File: src/shared/tm2_pkg.sv
// Timer 2 register block: addresses, field positions and carrier types
// How it works
// - Overflow sets the main flag unless a baud select is on; software clears it.
// - An enabled falling or rising trigger edge sets the external edge flag.
// - The external edge flag requests the shared timer interrupt.
// - Control bits 5..4 show baud selects or low-byte flag and enable.
// - Receive baud select routes this timer's overflow to the serial receive clock.
// - Transmit baud select routes this timer's overflow to the transmit clock.
// - Split low-byte overflow sets the low-byte flag until software clears it.
// - The low-byte flag interrupts only while its enable bit is set.
// - Enabled falling edge captures or reloads; in baud use it only flags.
// - Enabled rising edge captures or reloads; in baud use it only flags.
// - Main run starts and stops counting; in split mode the high byte only.
// - Three select bits choose the main count source among eight codes.
// - Split enable makes two 8-bit counters instead of one; main source SRC_INT0 clocks the high byte from low overflow.
// - Two low select bits choose the low byte's count source.
// - Low run starts and stops the low byte independently of main run.
// - Autoclear drops low run on high overflow or on capture, by mode.
// - Clock-out enable drives the generated clock onto the clock output pin while the capture/reload mode bit is clear.
// - Three mode bits select reload, capture, auto-zero capture or split PWM.
// - The overflow ignore bit keeps the main flag from interrupting.
// - Three capture source bits choose the trigger input among eight codes.
// - Two route bits map clock and trigger pins to one of four pairs.
// - Main registers decode in page 0; extension and route ones in page 1.
package tm2_pkg;
  // Register addresses and pages
  localparam logic [7:0] ADDR_MODE_EXT = 8'h93;
  localparam logic [7:0] ADDR_AUX_ROUTE = 8'hA4;
  localparam logic [7:0] ADDR_CONTROL = 8'hC8;
  localparam logic [7:0] ADDR_MODE = 8'hC9;
  localparam logic [7:0] ADDR_RELOAD_LOW = 8'hCA;
  localparam logic [7:0] ADDR_RELOAD_HIGH = 8'hCB;
  localparam logic [7:0] ADDR_COUNT_LOW = 8'hCC;
  localparam logic [7:0] ADDR_COUNT_HIGH = 8'hCD;
  localparam logic [3:0] PAGE_MAIN = 4'h0;
  localparam logic [3:0] PAGE_AUX = 4'h1;
  localparam logic [7:0] RESET_BYTE = 8'h00;
  // Control register fields
  localparam int CTL_OVF = 7;
  localparam int CTL_EXT = 6;
  localparam int CTL_RXSEL = 5;
  localparam int CTL_TXSEL = 4;
  localparam int CTL_FALL_EN = 3;
  localparam int CTL_RUN = 2;
  localparam int CTL_CNT_SEL = 1;
  localparam int CTL_CPRL = 0;
  // Mode register fields
  localparam int MOD_SPLIT = 7;
  localparam int MOD_LOW_FAST = 6;
  localparam int MOD_RISE_EN = 5;
  localparam int MOD_FAST = 4;
  localparam int MOD_LOW_RUN = 3;
  localparam int MOD_AUTOCLR = 2;
  localparam int MOD_CLKOUT = 1;
  localparam int MOD_MODE0 = 0;
  // Extension mode register fields, then aux route register fields
  localparam int EXT_LOW_GROUP = 7;
  localparam int EXT_OVF_IGNORE = 6;
  localparam int EXT_VIEW = 5;
  localparam int EXT_GROUP = 4;
  localparam int EXT_MODE1 = 3;
  localparam int EXT_CAP_MSB = 2;
  localparam int AUX_ROUTE_MSB = 7;
  localparam int AUX_ROUTE_LSB = 6;
  // Operating modes {mode_bit1, capture_reload_mode, mode_bit0}
  localparam logic [2:0] MODE_AR = 3'h0;
  localparam logic [2:0] MODE_ARX = 3'h1;
  localparam logic [2:0] MODE_CAP = 3'h2;
  localparam logic [2:0] MODE_CAPZ = 3'h3;
  localparam logic [2:0] MODE_PWM = 3'h4;
  // Main count sources {clock_group, fast_clock, counter_select}
  localparam logic [2:0] SRC_DIV12 = 3'h0;
  localparam logic [2:0] SRC_PIN = 3'h1;
  localparam logic [2:0] SRC_SYSCLK = 3'h2;
  localparam logic [2:0] SRC_INT0 = 3'h3;
  localparam logic [2:0] SRC_SER0_OVF = 3'h4;
  localparam logic [2:0] SRC_TMR0_OVF = 3'h5;
  localparam logic [2:0] SRC_KEYPAD = 3'h7;
  // Low byte sources {low_clock_group, low_fast_clock}
  localparam logic [1:0] LSRC_DIV12 = 2'h0;
  localparam logic [1:0] LSRC_SYSCLK = 2'h1;
  localparam logic [1:0] LSRC_SER0_OVF = 2'h2;
  localparam logic [1:0] LSRC_INT0 = 2'h3;
  // Capture sources
  localparam logic [2:0] CAP_TRIG = 3'h0;
  localparam logic [2:0] CAP_RXD = 3'h1;
  localparam logic [2:0] CAP_P60 = 3'h2;
  localparam logic [2:0] CAP_INT2 = 3'h3;
  localparam logic [2:0] CAP_KEYPAD = 3'h6;
  localparam logic [2:0] CAP_SCL = 3'h7;
  // Pin routes and pin input indices
  localparam logic [1:0] ROUTE_P1 = 2'h0;
  localparam logic [1:0] ROUTE_P3 = 2'h1;
  localparam logic [1:0] ROUTE_P6 = 2'h2;
  localparam logic [1:0] ROUTE_P4 = 2'h3;
  localparam int PIN_P10 = 0;
  localparam int PIN_P11 = 1;
  localparam int PIN_P30 = 2;
  localparam int PIN_P31 = 3;
  localparam int PIN_P60 = 4;
  localparam int PIN_P35 = 5;
  localparam int PIN_P45 = 6;
  localparam int PIN_P44 = 7;
  localparam int PIN_RXD = 8;
  localparam int PIN_SCL = 9;
  localparam int PIN_COUNT = 10;
  // System clock divided by twelve
  localparam logic [3:0] PRESCALE_LAST = 4'hB;

  typedef struct packed {
    logic [3:0] page;
    logic [7:0] addr;
    logic wr;
    logic rd;
    logic [7:0] wdata;
  } tm2_sfr_req_t;

  typedef struct packed {
    logic int0;
    logic int2;
    logic keypad;
    logic serial0_timer_overflow;
    logic timer0_overflow;
    logic t1of;
  } tm2_events_t;
endpackage

File: src/rtl/tm2_timer.sv
// Timer 2 register block with its counter, source muxes and flags
module tm2_timer (
  input wire logic mclk,
  input wire logic reset,
  input wire tm2_pkg::tm2_sfr_req_t sfr_req,
  input wire tm2_pkg::tm2_events_t events,
  input wire logic [tm2_pkg::PIN_COUNT-1:0] pin_in,
  output logic [7:0] sfr_rdata_q,
  output logic irq_q,
  output logic main_ovf_event_q,
  output logic low_ovf_event_q,
  output logic rx_baud_tick_q,
  output logic tx_baud_tick_q,
  output logic clock_out_pin_q,
  output logic clock_out_oe_q,
  output logic [1:0] pin_route_q
);
  logic [tm2_pkg::PIN_COUNT-1:0] meta_q;
  logic [tm2_pkg::PIN_COUNT-1:0] sync_q;
  logic [7:0] ctl_q, mod_q, ext_q, rl_q, rh_q, tl_q, th_q;
  logic [7:0] tl_d, th_d, rd_mux;
  logic low_flag_q, low_ie_q, cap_prev_q, pin_prev_q, clk_tog_q;
  logic [3:0] pre_q;
  logic page0, page1, wr_ctl, wr_mod, wr_ext, wr_aux;
  logic wr_rl, wr_rh, wr_tl, wr_th;
  logic [2:0] mode, hi_src;
  logic [1:0] lo_src;
  logic split, baud, view, tick12, cnt_pin, trig_pin, cap_src;
  logic cap_fall, cap_rise, ext_hit, trig_act, pin_fall;
  logic lo_tick, lo_inc, lo_ovf, hi_tick, hi_inc, hi_ovf, full_ovf;
  logic main_ovf, reload_mode, capture_mode, baud_src, cko_src;

  // Two-stage synchronisers for every pin input
  for (genvar i = 0; i < tm2_pkg::PIN_COUNT; i++) begin : g_sync
    always_ff @(posedge mclk or posedge reset) begin
      if (reset) begin
        meta_q[i] <= 1'b0;
        sync_q[i] <= 1'b0;
      end else begin
        meta_q[i] <= pin_in[i];
        sync_q[i] <= meta_q[i];
      end
    end
  end

  // Page-qualified address decode
  assign page0 = sfr_req.page == tm2_pkg::PAGE_MAIN;
  assign page1 = sfr_req.page == tm2_pkg::PAGE_AUX;
  assign wr_ctl = sfr_req.wr & page0 & (sfr_req.addr == tm2_pkg::ADDR_CONTROL);
  assign wr_mod = sfr_req.wr & page0 & (sfr_req.addr == tm2_pkg::ADDR_MODE);
  assign wr_rl = sfr_req.wr & page0
    & (sfr_req.addr == tm2_pkg::ADDR_RELOAD_LOW);
  assign wr_rh = sfr_req.wr & page0
    & (sfr_req.addr == tm2_pkg::ADDR_RELOAD_HIGH);
  assign wr_tl = sfr_req.wr & page0
    & (sfr_req.addr == tm2_pkg::ADDR_COUNT_LOW);
  assign wr_th = sfr_req.wr & page0
    & (sfr_req.addr == tm2_pkg::ADDR_COUNT_HIGH);
  assign wr_ext = sfr_req.wr & page1
    & (sfr_req.addr == tm2_pkg::ADDR_MODE_EXT);
  assign wr_aux = sfr_req.wr & page1
    & (sfr_req.addr == tm2_pkg::ADDR_AUX_ROUTE);

  // Field views of the stored registers
  assign mode = {ext_q[tm2_pkg::EXT_MODE1], ctl_q[tm2_pkg::CTL_CPRL],
    mod_q[tm2_pkg::MOD_MODE0]};
  assign hi_src = {ext_q[tm2_pkg::EXT_GROUP], mod_q[tm2_pkg::MOD_FAST],
    ctl_q[tm2_pkg::CTL_CNT_SEL]};
  assign lo_src = {ext_q[tm2_pkg::EXT_LOW_GROUP],
    mod_q[tm2_pkg::MOD_LOW_FAST]};
  assign split = mod_q[tm2_pkg::MOD_SPLIT];
  assign baud = ctl_q[tm2_pkg::CTL_RXSEL] | ctl_q[tm2_pkg::CTL_TXSEL];
  assign view = ext_q[tm2_pkg::EXT_VIEW];

  // Pin routing and capture source selection
  always_comb begin
    case (pin_route_q)
      tm2_pkg::ROUTE_P1: begin
        cnt_pin = sync_q[tm2_pkg::PIN_P10];
        trig_pin = sync_q[tm2_pkg::PIN_P11];
      end
      tm2_pkg::ROUTE_P3: begin
        cnt_pin = sync_q[tm2_pkg::PIN_P30];
        trig_pin = sync_q[tm2_pkg::PIN_P31];
      end
      tm2_pkg::ROUTE_P6: begin
        cnt_pin = sync_q[tm2_pkg::PIN_P60];
        trig_pin = sync_q[tm2_pkg::PIN_P35];
      end
      default: begin
        cnt_pin = sync_q[tm2_pkg::PIN_P45];
        trig_pin = sync_q[tm2_pkg::PIN_P44];
      end
    endcase
    case (ext_q[tm2_pkg::EXT_CAP_MSB:0])
      tm2_pkg::CAP_TRIG: cap_src = trig_pin;
      tm2_pkg::CAP_RXD: cap_src = sync_q[tm2_pkg::PIN_RXD];
      tm2_pkg::CAP_P60: cap_src = sync_q[tm2_pkg::PIN_P60];
      tm2_pkg::CAP_INT2: cap_src = events.int2;
      tm2_pkg::CAP_KEYPAD: cap_src = events.keypad;
      tm2_pkg::CAP_SCL: cap_src = sync_q[tm2_pkg::PIN_SCL];
      default: cap_src = 1'b0; // Reserved codes never trigger
    endcase
  end

  // Edge detection; event pulses count as a rise then a fall
  assign cap_fall = cap_prev_q & ~cap_src;
  assign cap_rise = ~cap_prev_q & cap_src;
  assign ext_hit = (cap_fall & ctl_q[tm2_pkg::CTL_FALL_EN])
    | (cap_rise & mod_q[tm2_pkg::MOD_RISE_EN]);
  assign trig_act = ext_hit & ~baud;
  assign pin_fall = pin_prev_q & ~cnt_pin;
  assign tick12 = pre_q == tm2_pkg::PRESCALE_LAST;

  always_ff @(posedge mclk or posedge reset) begin
    if (reset) begin
      cap_prev_q <= 1'b0;
      pin_prev_q <= 1'b0;
      pre_q <= 4'h0;
    end else begin
      cap_prev_q <= cap_src;
      pin_prev_q <= cnt_pin;
      pre_q <= tick12 ? 4'h0 : pre_q + 4'h1;
    end
  end

  // Count enables for both halves
  always_comb begin
    case (lo_src)
      tm2_pkg::LSRC_DIV12: lo_tick = tick12;
      tm2_pkg::LSRC_SYSCLK: lo_tick = 1'b1;
      tm2_pkg::LSRC_SER0_OVF: lo_tick = events.serial0_timer_overflow;
      default: lo_tick = events.int0;
    endcase
    lo_inc = split & mod_q[tm2_pkg::MOD_LOW_RUN] & lo_tick;
    lo_ovf = lo_inc & (tl_q == 8'hFF);
    case (hi_src)
      tm2_pkg::SRC_DIV12: hi_tick = tick12;
      tm2_pkg::SRC_PIN: hi_tick = pin_fall;
      tm2_pkg::SRC_SYSCLK: hi_tick = 1'b1;
      tm2_pkg::SRC_INT0: hi_tick = split ? lo_ovf : events.int0;
      tm2_pkg::SRC_SER0_OVF: hi_tick = events.serial0_timer_overflow;
      tm2_pkg::SRC_TMR0_OVF: hi_tick = events.timer0_overflow;
      tm2_pkg::SRC_KEYPAD: hi_tick = events.keypad;
      default: hi_tick = 1'b0;
    endcase
    hi_inc = ctl_q[tm2_pkg::CTL_RUN] & hi_tick;
    full_ovf = ~split & hi_inc & ({th_q, tl_q} == 16'hFFFF);
    hi_ovf = split & hi_inc & (th_q == 8'hFF);
    main_ovf = full_ovf | hi_ovf;
    reload_mode = baud | (mode == tm2_pkg::MODE_AR)
      | (mode == tm2_pkg::MODE_ARX) | (mode == tm2_pkg::MODE_PWM);
    capture_mode = ~baud & ((mode == tm2_pkg::MODE_CAP)
      | (mode == tm2_pkg::MODE_CAPZ));
    baud_src = split ? lo_ovf : full_ovf;
    cko_src = split ? lo_ovf : main_ovf;
  end

  // Counter next value: count, reload, zero, then software write
  always_comb begin
    tl_d = tl_q;
    th_d = th_q;
    if (split) begin
      if (lo_inc) begin
        tl_d = (lo_ovf && reload_mode) ? rl_q : tl_q + 8'h01;
      end
      if (hi_inc) begin
        th_d = (hi_ovf && reload_mode) ? rh_q : th_q + 8'h01;
      end
      if (hi_ovf && mode == tm2_pkg::MODE_PWM) begin
        tl_d = rl_q; // PWM compare refreshed each period
      end
    end else if (hi_inc) begin
      if (full_ovf && reload_mode) begin
        {th_d, tl_d} = {rh_q, rl_q};
      end else begin
        {th_d, tl_d} = {th_q, tl_q} + 16'h0001;
      end
    end
    if (trig_act && reload_mode) begin
      {th_d, tl_d} = {rh_q, rl_q};
    end
    if (trig_act && mode == tm2_pkg::MODE_CAPZ) begin
      th_d = 8'h00;
      if (!split) begin
        tl_d = 8'h00;
      end
    end
    if (wr_tl) begin
      tl_d = sfr_req.wdata;
    end
    if (wr_th) begin
      th_d = sfr_req.wdata;
    end
  end

  always_ff @(posedge mclk or posedge reset) begin
    if (reset) begin
      tl_q <= tm2_pkg::RESET_BYTE;
      th_q <= tm2_pkg::RESET_BYTE;
    end else begin
      tl_q <= tl_d;
      th_q <= th_d;
    end
  end

  // Reload/capture pair; a capture beats a same-cycle write
  always_ff @(posedge mclk or posedge reset) begin
    if (reset) begin
      rl_q <= tm2_pkg::RESET_BYTE;
      rh_q <= tm2_pkg::RESET_BYTE;
    end else if (trig_act && capture_mode) begin
      rl_q <= tl_q;
      rh_q <= th_q;
    end else begin
      if (wr_rl) begin
        rl_q <= sfr_req.wdata;
      end
      if (wr_rh) begin
        rh_q <= sfr_req.wdata;
      end
    end
  end

  // Control register; hardware sets land after the write
  always_ff @(posedge mclk or posedge reset) begin
    if (reset) begin
      ctl_q <= tm2_pkg::RESET_BYTE;
    end else begin
      if (wr_ctl) begin
        ctl_q[7:6] <= sfr_req.wdata[7:6];
        ctl_q[3:0] <= sfr_req.wdata[3:0];
        if (!view) begin
          ctl_q[5:4] <= sfr_req.wdata[5:4];
        end
      end
      if (main_ovf && !baud) begin
        ctl_q[tm2_pkg::CTL_OVF] <= 1'b1;
      end
      if (ext_hit) begin
        ctl_q[tm2_pkg::CTL_EXT] <= 1'b1;
      end
    end
  end

  // Low-byte flag and its enable, reached through the view select
  always_ff @(posedge mclk or posedge reset) begin
    if (reset) begin
      low_flag_q <= 1'b0;
      low_ie_q <= 1'b0;
    end else begin
      if (wr_ctl && view) begin
        low_flag_q <= sfr_req.wdata[tm2_pkg::CTL_RXSEL];
        low_ie_q <= sfr_req.wdata[tm2_pkg::CTL_TXSEL];
      end
      if (lo_ovf) begin
        low_flag_q <= 1'b1;
      end
    end
  end

  // Mode register; autoclear of low run overrides the write
  always_ff @(posedge mclk or posedge reset) begin
    if (reset) begin
      mod_q <= tm2_pkg::RESET_BYTE;
    end else begin
      if (wr_mod) begin
        mod_q <= sfr_req.wdata;
      end
      if (mod_q[tm2_pkg::MOD_AUTOCLR] && ((main_ovf && mode[2:1] == 2'h0)
          || (trig_act && mode[2:1] == 2'h1))) begin
        mod_q[tm2_pkg::MOD_LOW_RUN] <= 1'b0;
      end
    end
  end

  // Page 1 registers; only the route bits of the aux register live here
  always_ff @(posedge mclk or posedge reset) begin
    if (reset) begin
      ext_q <= tm2_pkg::RESET_BYTE;
      pin_route_q <= 2'h0;
    end else begin
      if (wr_ext) begin
        ext_q <= sfr_req.wdata;
      end
      if (wr_aux) begin
        pin_route_q <= sfr_req.wdata[tm2_pkg::AUX_ROUTE_MSB:
          tm2_pkg::AUX_ROUTE_LSB];
      end
    end
  end

  // Read multiplexer; unmapped or wrong-page reads return zero
  always_comb begin
    rd_mux = 8'h00;
    if (page0) begin
      case (sfr_req.addr)
        tm2_pkg::ADDR_CONTROL: begin
          rd_mux = ctl_q;
          if (view) begin
            rd_mux[5:4] = {low_flag_q, low_ie_q};
          end
        end
        tm2_pkg::ADDR_MODE: rd_mux = mod_q;
        tm2_pkg::ADDR_RELOAD_LOW: rd_mux = rl_q;
        tm2_pkg::ADDR_RELOAD_HIGH: rd_mux = rh_q;
        tm2_pkg::ADDR_COUNT_LOW: rd_mux = tl_q;
        tm2_pkg::ADDR_COUNT_HIGH: rd_mux = th_q;
        default: rd_mux = 8'h00;
      endcase
    end else if (page1) begin
      case (sfr_req.addr)
        tm2_pkg::ADDR_MODE_EXT: rd_mux = ext_q;
        tm2_pkg::ADDR_AUX_ROUTE: rd_mux = {pin_route_q, 6'h00};
        default: rd_mux = 8'h00;
      endcase
    end
  end

  // Registered outputs toward CPU, serial port and pins
  always_ff @(posedge mclk or posedge reset) begin
    if (reset) begin
      sfr_rdata_q <= 8'h00;
      irq_q <= 1'b0;
      main_ovf_event_q <= 1'b0;
      low_ovf_event_q <= 1'b0;
      rx_baud_tick_q <= 1'b0;
      tx_baud_tick_q <= 1'b0;
      clk_tog_q <= 1'b0;
      clock_out_pin_q <= 1'b0;
      clock_out_oe_q <= 1'b0;
    end else begin
      if (sfr_req.rd) begin
        sfr_rdata_q <= rd_mux;
      end
      irq_q <= (ctl_q[tm2_pkg::CTL_OVF] & ~ext_q[tm2_pkg::EXT_OVF_IGNORE])
        | ctl_q[tm2_pkg::CTL_EXT] | (low_flag_q & low_ie_q);
      main_ovf_event_q <= main_ovf;
      low_ovf_event_q <= lo_ovf;
      // Serial port picks its own modes 1 and 3; we only steer the tick
      rx_baud_tick_q <= ctl_q[tm2_pkg::CTL_RXSEL] ? baud_src
        : events.t1of;
      tx_baud_tick_q <= ctl_q[tm2_pkg::CTL_TXSEL] ? baud_src
        : events.t1of;
      if (cko_src) begin
        clk_tog_q <= ~clk_tog_q; // Half the overflow rate, 50% duty
      end
      clock_out_oe_q <= mod_q[tm2_pkg::MOD_CLKOUT];
      clock_out_pin_q <= mod_q[tm2_pkg::MOD_CLKOUT]
        & ~ctl_q[tm2_pkg::CTL_CPRL] & clk_tog_q;
    end
  end

  // Checks kept beside the logic
  a_ovf_sets_flag: assert property (@(posedge mclk) disable iff (reset)
    main_ovf && !baud |=> ctl_q[tm2_pkg::CTL_OVF])
    else $error("overflow did not set main flag");
  a_baud_no_flag: assert property (@(posedge mclk) disable iff (reset)
    baud && !wr_ctl |=> $stable(ctl_q[tm2_pkg::CTL_OVF]))
    else $error("main flag changed in baud use");
  a_edge_sets_flag: assert property (@(posedge mclk) disable iff (reset)
    ext_hit |=> ctl_q[tm2_pkg::CTL_EXT] ##1 irq_q)
    else $error("edge did not flag and request interrupt");
  a_rx_baud_route: assert property (@(posedge mclk) disable iff (reset)
    ctl_q[tm2_pkg::CTL_RXSEL] && baud_src && !wr_ctl |=> rx_baud_tick_q)
    else $error("receive tick not routed from this timer");
  a_tx_baud_t1: assert property (@(posedge mclk) disable iff (reset)
    !ctl_q[tm2_pkg::CTL_TXSEL] |=> tx_baud_tick_q == $past(events.t1of))
    else $error("transmit tick not from timer 1");
  a_low_flag_set: assert property (@(posedge mclk) disable iff (reset)
    lo_ovf |=> low_flag_q)
    else $error("low overflow did not set low flag");
  a_low_irq_gate: assert property (@(posedge mclk) disable iff (reset)
    low_flag_q && !low_ie_q && !ctl_q[tm2_pkg::CTL_EXT]
    && (!ctl_q[tm2_pkg::CTL_OVF] || ext_q[tm2_pkg::EXT_OVF_IGNORE])
    |=> !irq_q)
    else $error("masked low flag raised interrupt");
  a_baud_no_capture: assert property (@(posedge mclk) disable iff (reset)
    baud && ext_hit && !wr_rl |=> $stable(rl_q))
    else $error("edge captured while clocking serial port");
  a_run_stopped: assert property (@(posedge mclk) disable iff (reset)
    !ctl_q[tm2_pkg::CTL_RUN] && !split && !trig_act && !wr_tl && !wr_th
    |=> $stable({th_q, tl_q}))
    else $error("stopped timer counted");
  a_autoclear_low: assert property (@(posedge mclk) disable iff (reset)
    mod_q[tm2_pkg::MOD_AUTOCLR] && main_ovf && mode == tm2_pkg::MODE_AR
    |=> !mod_q[tm2_pkg::MOD_LOW_RUN])
    else $error("low run not cleared on high overflow");
  a_clkout_off: assert property (@(posedge mclk) disable iff (reset)
    !mod_q[tm2_pkg::MOD_CLKOUT] |=> !clock_out_pin_q && !clock_out_oe_q)
    else $error("clock output active while disabled");
  a_page_decode: assert property (@(posedge mclk) disable iff (reset)
    sfr_req.wr && !page0 && !trig_act |=> $stable(rl_q))
    else $error("page 0 register written from other page");
  a_set_beats_clear: assert property (@(posedge mclk) disable iff (reset)
    wr_ctl && !sfr_req.wdata[tm2_pkg::CTL_EXT] && ext_hit
    |=> ctl_q[tm2_pkg::CTL_EXT])
    else $error("edge lost against software clear");
endmodule

File: config.mk
export PLATFORM = sky130hd
export DESIGN_NAME = tm2_timer
export DESIGN_NICKNAME = d
export VERILOG_FILES = /design/src/shared/tm2_pkg.sv /design/src/rtl/tm2_timer.sv
export SDC_FILE = /design/constraint.sdc
export NUM_CORES = 1
export LEC_CHECK = 0
export BUFFER_PORTS_ARGS = -buffer_cell sky130_fd_sc_hd__buf_2
export CAP_MARGIN = 20
export CORE_UTILIZATION = 45
export CTS_CLUSTER_SIZE = 12
export DETAILED_ROUTE_END_ITERATION = 10
export GPL_TIMING_DRIVEN = 0
export REMOVE_ABC_BUFFERS = 1
export SYNTH_ARGS = -nofsm -noshare
export SYNTH_HDL_FRONTEND = slang
export SYNTH_SLANG_ARGS = --single-unit
File: constraint.sdc
create_clock -name mclk -period 3.8 [get_ports mclk]
set_input_delay 0 -clock mclk [delete_from_list [all_inputs] [get_ports mclk]]
set_output_delay 0 -clock mclk [all_outputs]
set_load 0.05 [all_outputs]
==> results by group <==
Drt
  – Number of violations reported at the end of detailed-routing iteration 0: 600
  – Vias post-DR: 5387
  – Vias/cell: 6.29
  – Mean routed wirelength per cell: 21.9 µm
  – Post-DRT Antenna Nets: 0
  – Number of optimization iterations in the first detailed-route pass: 5
  – Detailed-route DRC error count: 0
  – Final routed wirelength across all metal layers: 18800 µm

Run
  – Max Cap Violations: 0

Power
  – Leakage Power: 2.87 nW
  – PD cells: 353 nW/µm²
  – Sw Pwr: 0.000716 W
  – Share of power burned in the clock network: 38.8%
  – Power share of the sequential group: 49.7%
  – Switch share: 29.4%
  – Maximum resistive drop on vdd: 0.254 mV
  – Internal power: 0.00172 W
  – Fraction of power consumed by combinational cells: 11.5%

Cells and area
  – # nets final: 723
  – Most frequent cells in the layout: sky130_fd_sc_hd__dfrtp_1 (102), sky130_fd_sc_hd__nand2_1 (67), sky130_fd_sc_hd__buf_2 (57)
  – Diodes inserted: 0
  – Leading cell type in the layout, fill and taps excluded: sky130_fd_sc_hd__dfrtp_1
  – Fraction of final layout cells sized beyond drive strength 1: 19.7%
  – Area delta synth->final: 15.5%
  – Fillers: 1182
  – Core Util, Final: 54.1%

Yosys
  – Number of distinct library cells after synthesis: 73
  – Count of flip-flops with a built-in enable after synthesis: 0
  – Number of storage elements in the synthesis netlist: 102
  – Warning count from the yosys run: 0
  – Post-synth top flop: sky130_fd_sc_hd__dfrtp_1
  – Most area-hungry cell type in the Yosys netlist: sky130_fd_sc_hd__dfrtp_1
  – Top area cells in the synthesized netlist: sky130_fd_sc_hd__dfrtp_1 (43%), sky130_fd_sc_hd__mux2i_1 (6.2%), sky130_fd_sc_hd__mux2_2 (5.5%), sky130_fd_sc_hd__nand2_1 (4.2%), sky130_fd_sc_hd__a21oi_1 (3.8%)
  – Synthesized area divided by synthesized cell count: 9.56 µm²
  – Synth Cell Area: 5990 µm²
  – Share of flip-flops with an asynchronous set or reset after synthesis: 100%
  – Number of standard cells after synthesis: 626
  – Yosys top cell area share: 42.6%
  – Sequential element share of the synthesized area: 42.6%

Clock network
  – Master cell of the clock root buffer: sky130_fd_sc_hd__clkbuf_16
  – Worst skew pair latency: 370 ps
  – Level count of the clock H-tree: 3
  – Clock tree from TritonCTS: built
  – Clock buffer depth: 2
  – Number of clock sinks: 102
  – Inserted Clock Buffers: 9
  – Clock slew at reported path FFs: 80 ps

Timing
  – Final critical-path required period: 3570 ps
  – RSZ-0062 raised after global routing: no
  – Worst Slack Setup Final: 228 ps
  – Tightest Pin Transition: 1120 ps
  – Maximum clock skew at final layout: 7.60 ps
  – Relative slew margins: 24.8%
  – Ratio of final minimum period to clock period: 94.0%
  – Endpoints failing setup: 0
  – Peak Freq: 280 MHz
  – Final hold viol count: 0
  – Worst hold slack: 5.48 ps
  – Pins over their slew limit: 0

Global routing
  – Wire length of the first global-routing pass: 29200 µm
  – Overall fraction of global-route tracks in use: 28.0%
  – Total grt overflow: 0
  – Number of antenna violations at the first check in global routing: 0
  – GRT busiest layer: met2
  – Met2 Resource Use GR: 43.4%
  – Met1 Resource Use GR: 38.4%
  – Maximum number of pins on one net before global-route repair: 63
  – Met3 global-route usage: 5.50%
  – Number of global-route vias before repair: 5157

Floorplan
  – Initial core utilization: 46.9%
  – Core footprint: 12800 µm²
  – Total die area: 13800 µm²
  – Cell Rows: 41
  – Vertical die dimension: 117 µm
  – Die width: 117 µm
  – Top-level I/O count: 57

Worst setup path
  – Slowest cell on the critical path: sky130_fd_sc_hd__dfrtp_1
  – Setup crit end kind: register
  – Critical path fanouts, max: 22
  – Startpoint type of the worst setup path: register
  – Data required, critical path: 4060 ps
  – Crit path cell chain: inv_1 -> a41oi_1 -> o41a_1 -> o21ai_4 -> buf_4 -> buf_4 -> buf_4 -> a41oi_1 -> o21ai_0 -> a221o_1
  – Maximum cell stage delay along the critical path: 870 ps
  – Most common cell on crit path: sky130_fd_sc_hd__buf_4
  – Critical path class: register to register
  – WP data arrival: 3830 ps

Place
  – Half-perimeter wire length after placement: 13500 µm
  – Worst setup slack before clock tree synthesis: -1.29 ps
  – IO Port Bufs: 56
  – Gpl congestion: 0.936

Hold path
  – Class of the worst hold path: input pin to register

Outcome
  – Run status: complete, no violations
[routing by layer]
metal | up-vias | part of all wire, %
li1 | 2429 | -
met1 | 2652 | 44
met2 | 261 | 46
met3 | 45 | 6.9
met4 | 0 | 3.0
met5 | - | 0
[flip-flops by register name, summed over array words and instances, names as in the netlist, 2 cells and up]
register     flops
meta_q          10
sync_q          10
ctl_q            8
ext_q            8
mod_q            8
rh_q             8
rl_q             8
sfr_rdata_q      8
th_q             8
tl_q             8
pre_q            4
pin_route_q      2
[worst max-delay path: cells and delay by family (launching register included)]
family / cells / cell delay, ps
flops: 1 / 870
compound gates: 6 / 1570
buf+inv: 4 / 1010
[synth_stat cells (all sizes together) (8+ instances only)]
library cell	n
and2	8
mux2i	37
a21oi	47
clkbuf	24
dfrtp	102
and3	15
mux2	31
inv	16
buf	17
mux4	8
o21ai	47
nand2	67
nor2	40
nor3	19
nand3	18
[metrics by stage]
| step | cells | power, W | setup TNS (ps) | area, µm² |
|---|---|---|---|---|
| after floorplan | 585 | 0.00138 | 0 | 5800 |
| after global placement | 813 | 0.00148 | -287 | 6300 |
| after detailed placement | 816 | 0.00149 | -1.29 | 6350 |
| after CTS | 850 | 0.00245 | 0 | 6840 |
| after global routing | 857 | 0.00255 | 0 | 6910 |
| final | 857 | 0.00244 | 0 | 6910 |
[final timing paths]
| check | from | to | slack [ps] | depth (start not counted) |
|---|---|---|---|---|
| setup / recovery | mod_q[7]$_DFFE_PP0P_ | th_q[4]$_DFFE_PP0P_ | 230 | 10 |
| hold / removal | sfr_req[7] | mod_q[7]$_DFFE_PP0P_ | 5 | 3 |
| setup reg to reg | mod_q[7]$_DFFE_PP0P_ | th_q[4]$_DFFE_PP0P_ | 230 | 10 |
| hold reg to reg | meta_q[7]$_DFF_PP0_ | sync_q[7]$_DFF_PP0_ | 350 | 0 |
| max in group asynchronous | reset | rh_q[0]$_DFFE_PP0P_ | 2860 | 4 |
| min in group asynchronous | reset | low_flag_q$_DFFE_PP0P_ | 240 | 3 |
[power by group through the flow]
stage	registers, W	clock network, W	logic [W]
after floorplan	0.00123	0	0.000150
after global placement	0.00123	0	0.000251
after detailed placement	0.00123	0	0.000263
after CTS	0.00121	0.000965	0.000279
after global routing	0.00122	0.00102	0.000309
final	0.00121	0.000947	0.000281
[kinds of logic (layout without fill, tap and decap cells)]
group	count (synthesis)	after routing	synth area share [%]
AOI/OAI and AO/OA	176	176	19.3
xor gates and xnor gates	8	8	1.17
adders and majority gates	3	3	0.627
buffers and inverters	57	116	4.08
DFF	102	102	42.6
muxes	76	76	15.2
and+or+nand+nor	204	204	17.0
[area by class of cell]
cell class	instances	area [µm²]	share of cell area [%]
Sequential cell	102	2550	36.9
Tap cell	172	215	3.11
Multi-Input combinational cell	467	3210	46.4
Clock buffer	9	225	3.26
Clock inverter	7	78.8	1.14
Timing Repair Buffer	84	571	8.25
Inverter	16	62.6	0.905
[timing repair]
item                       CTS  global route
setup endpoints to repair    1             2
buffers inserted             0             6
gates resized for setup      1             1
hold buffers                18             0
hold endpoints to repair    58             0
pin swaps                    0             2
Note: power is estimated with default switching activity, not from simulation.
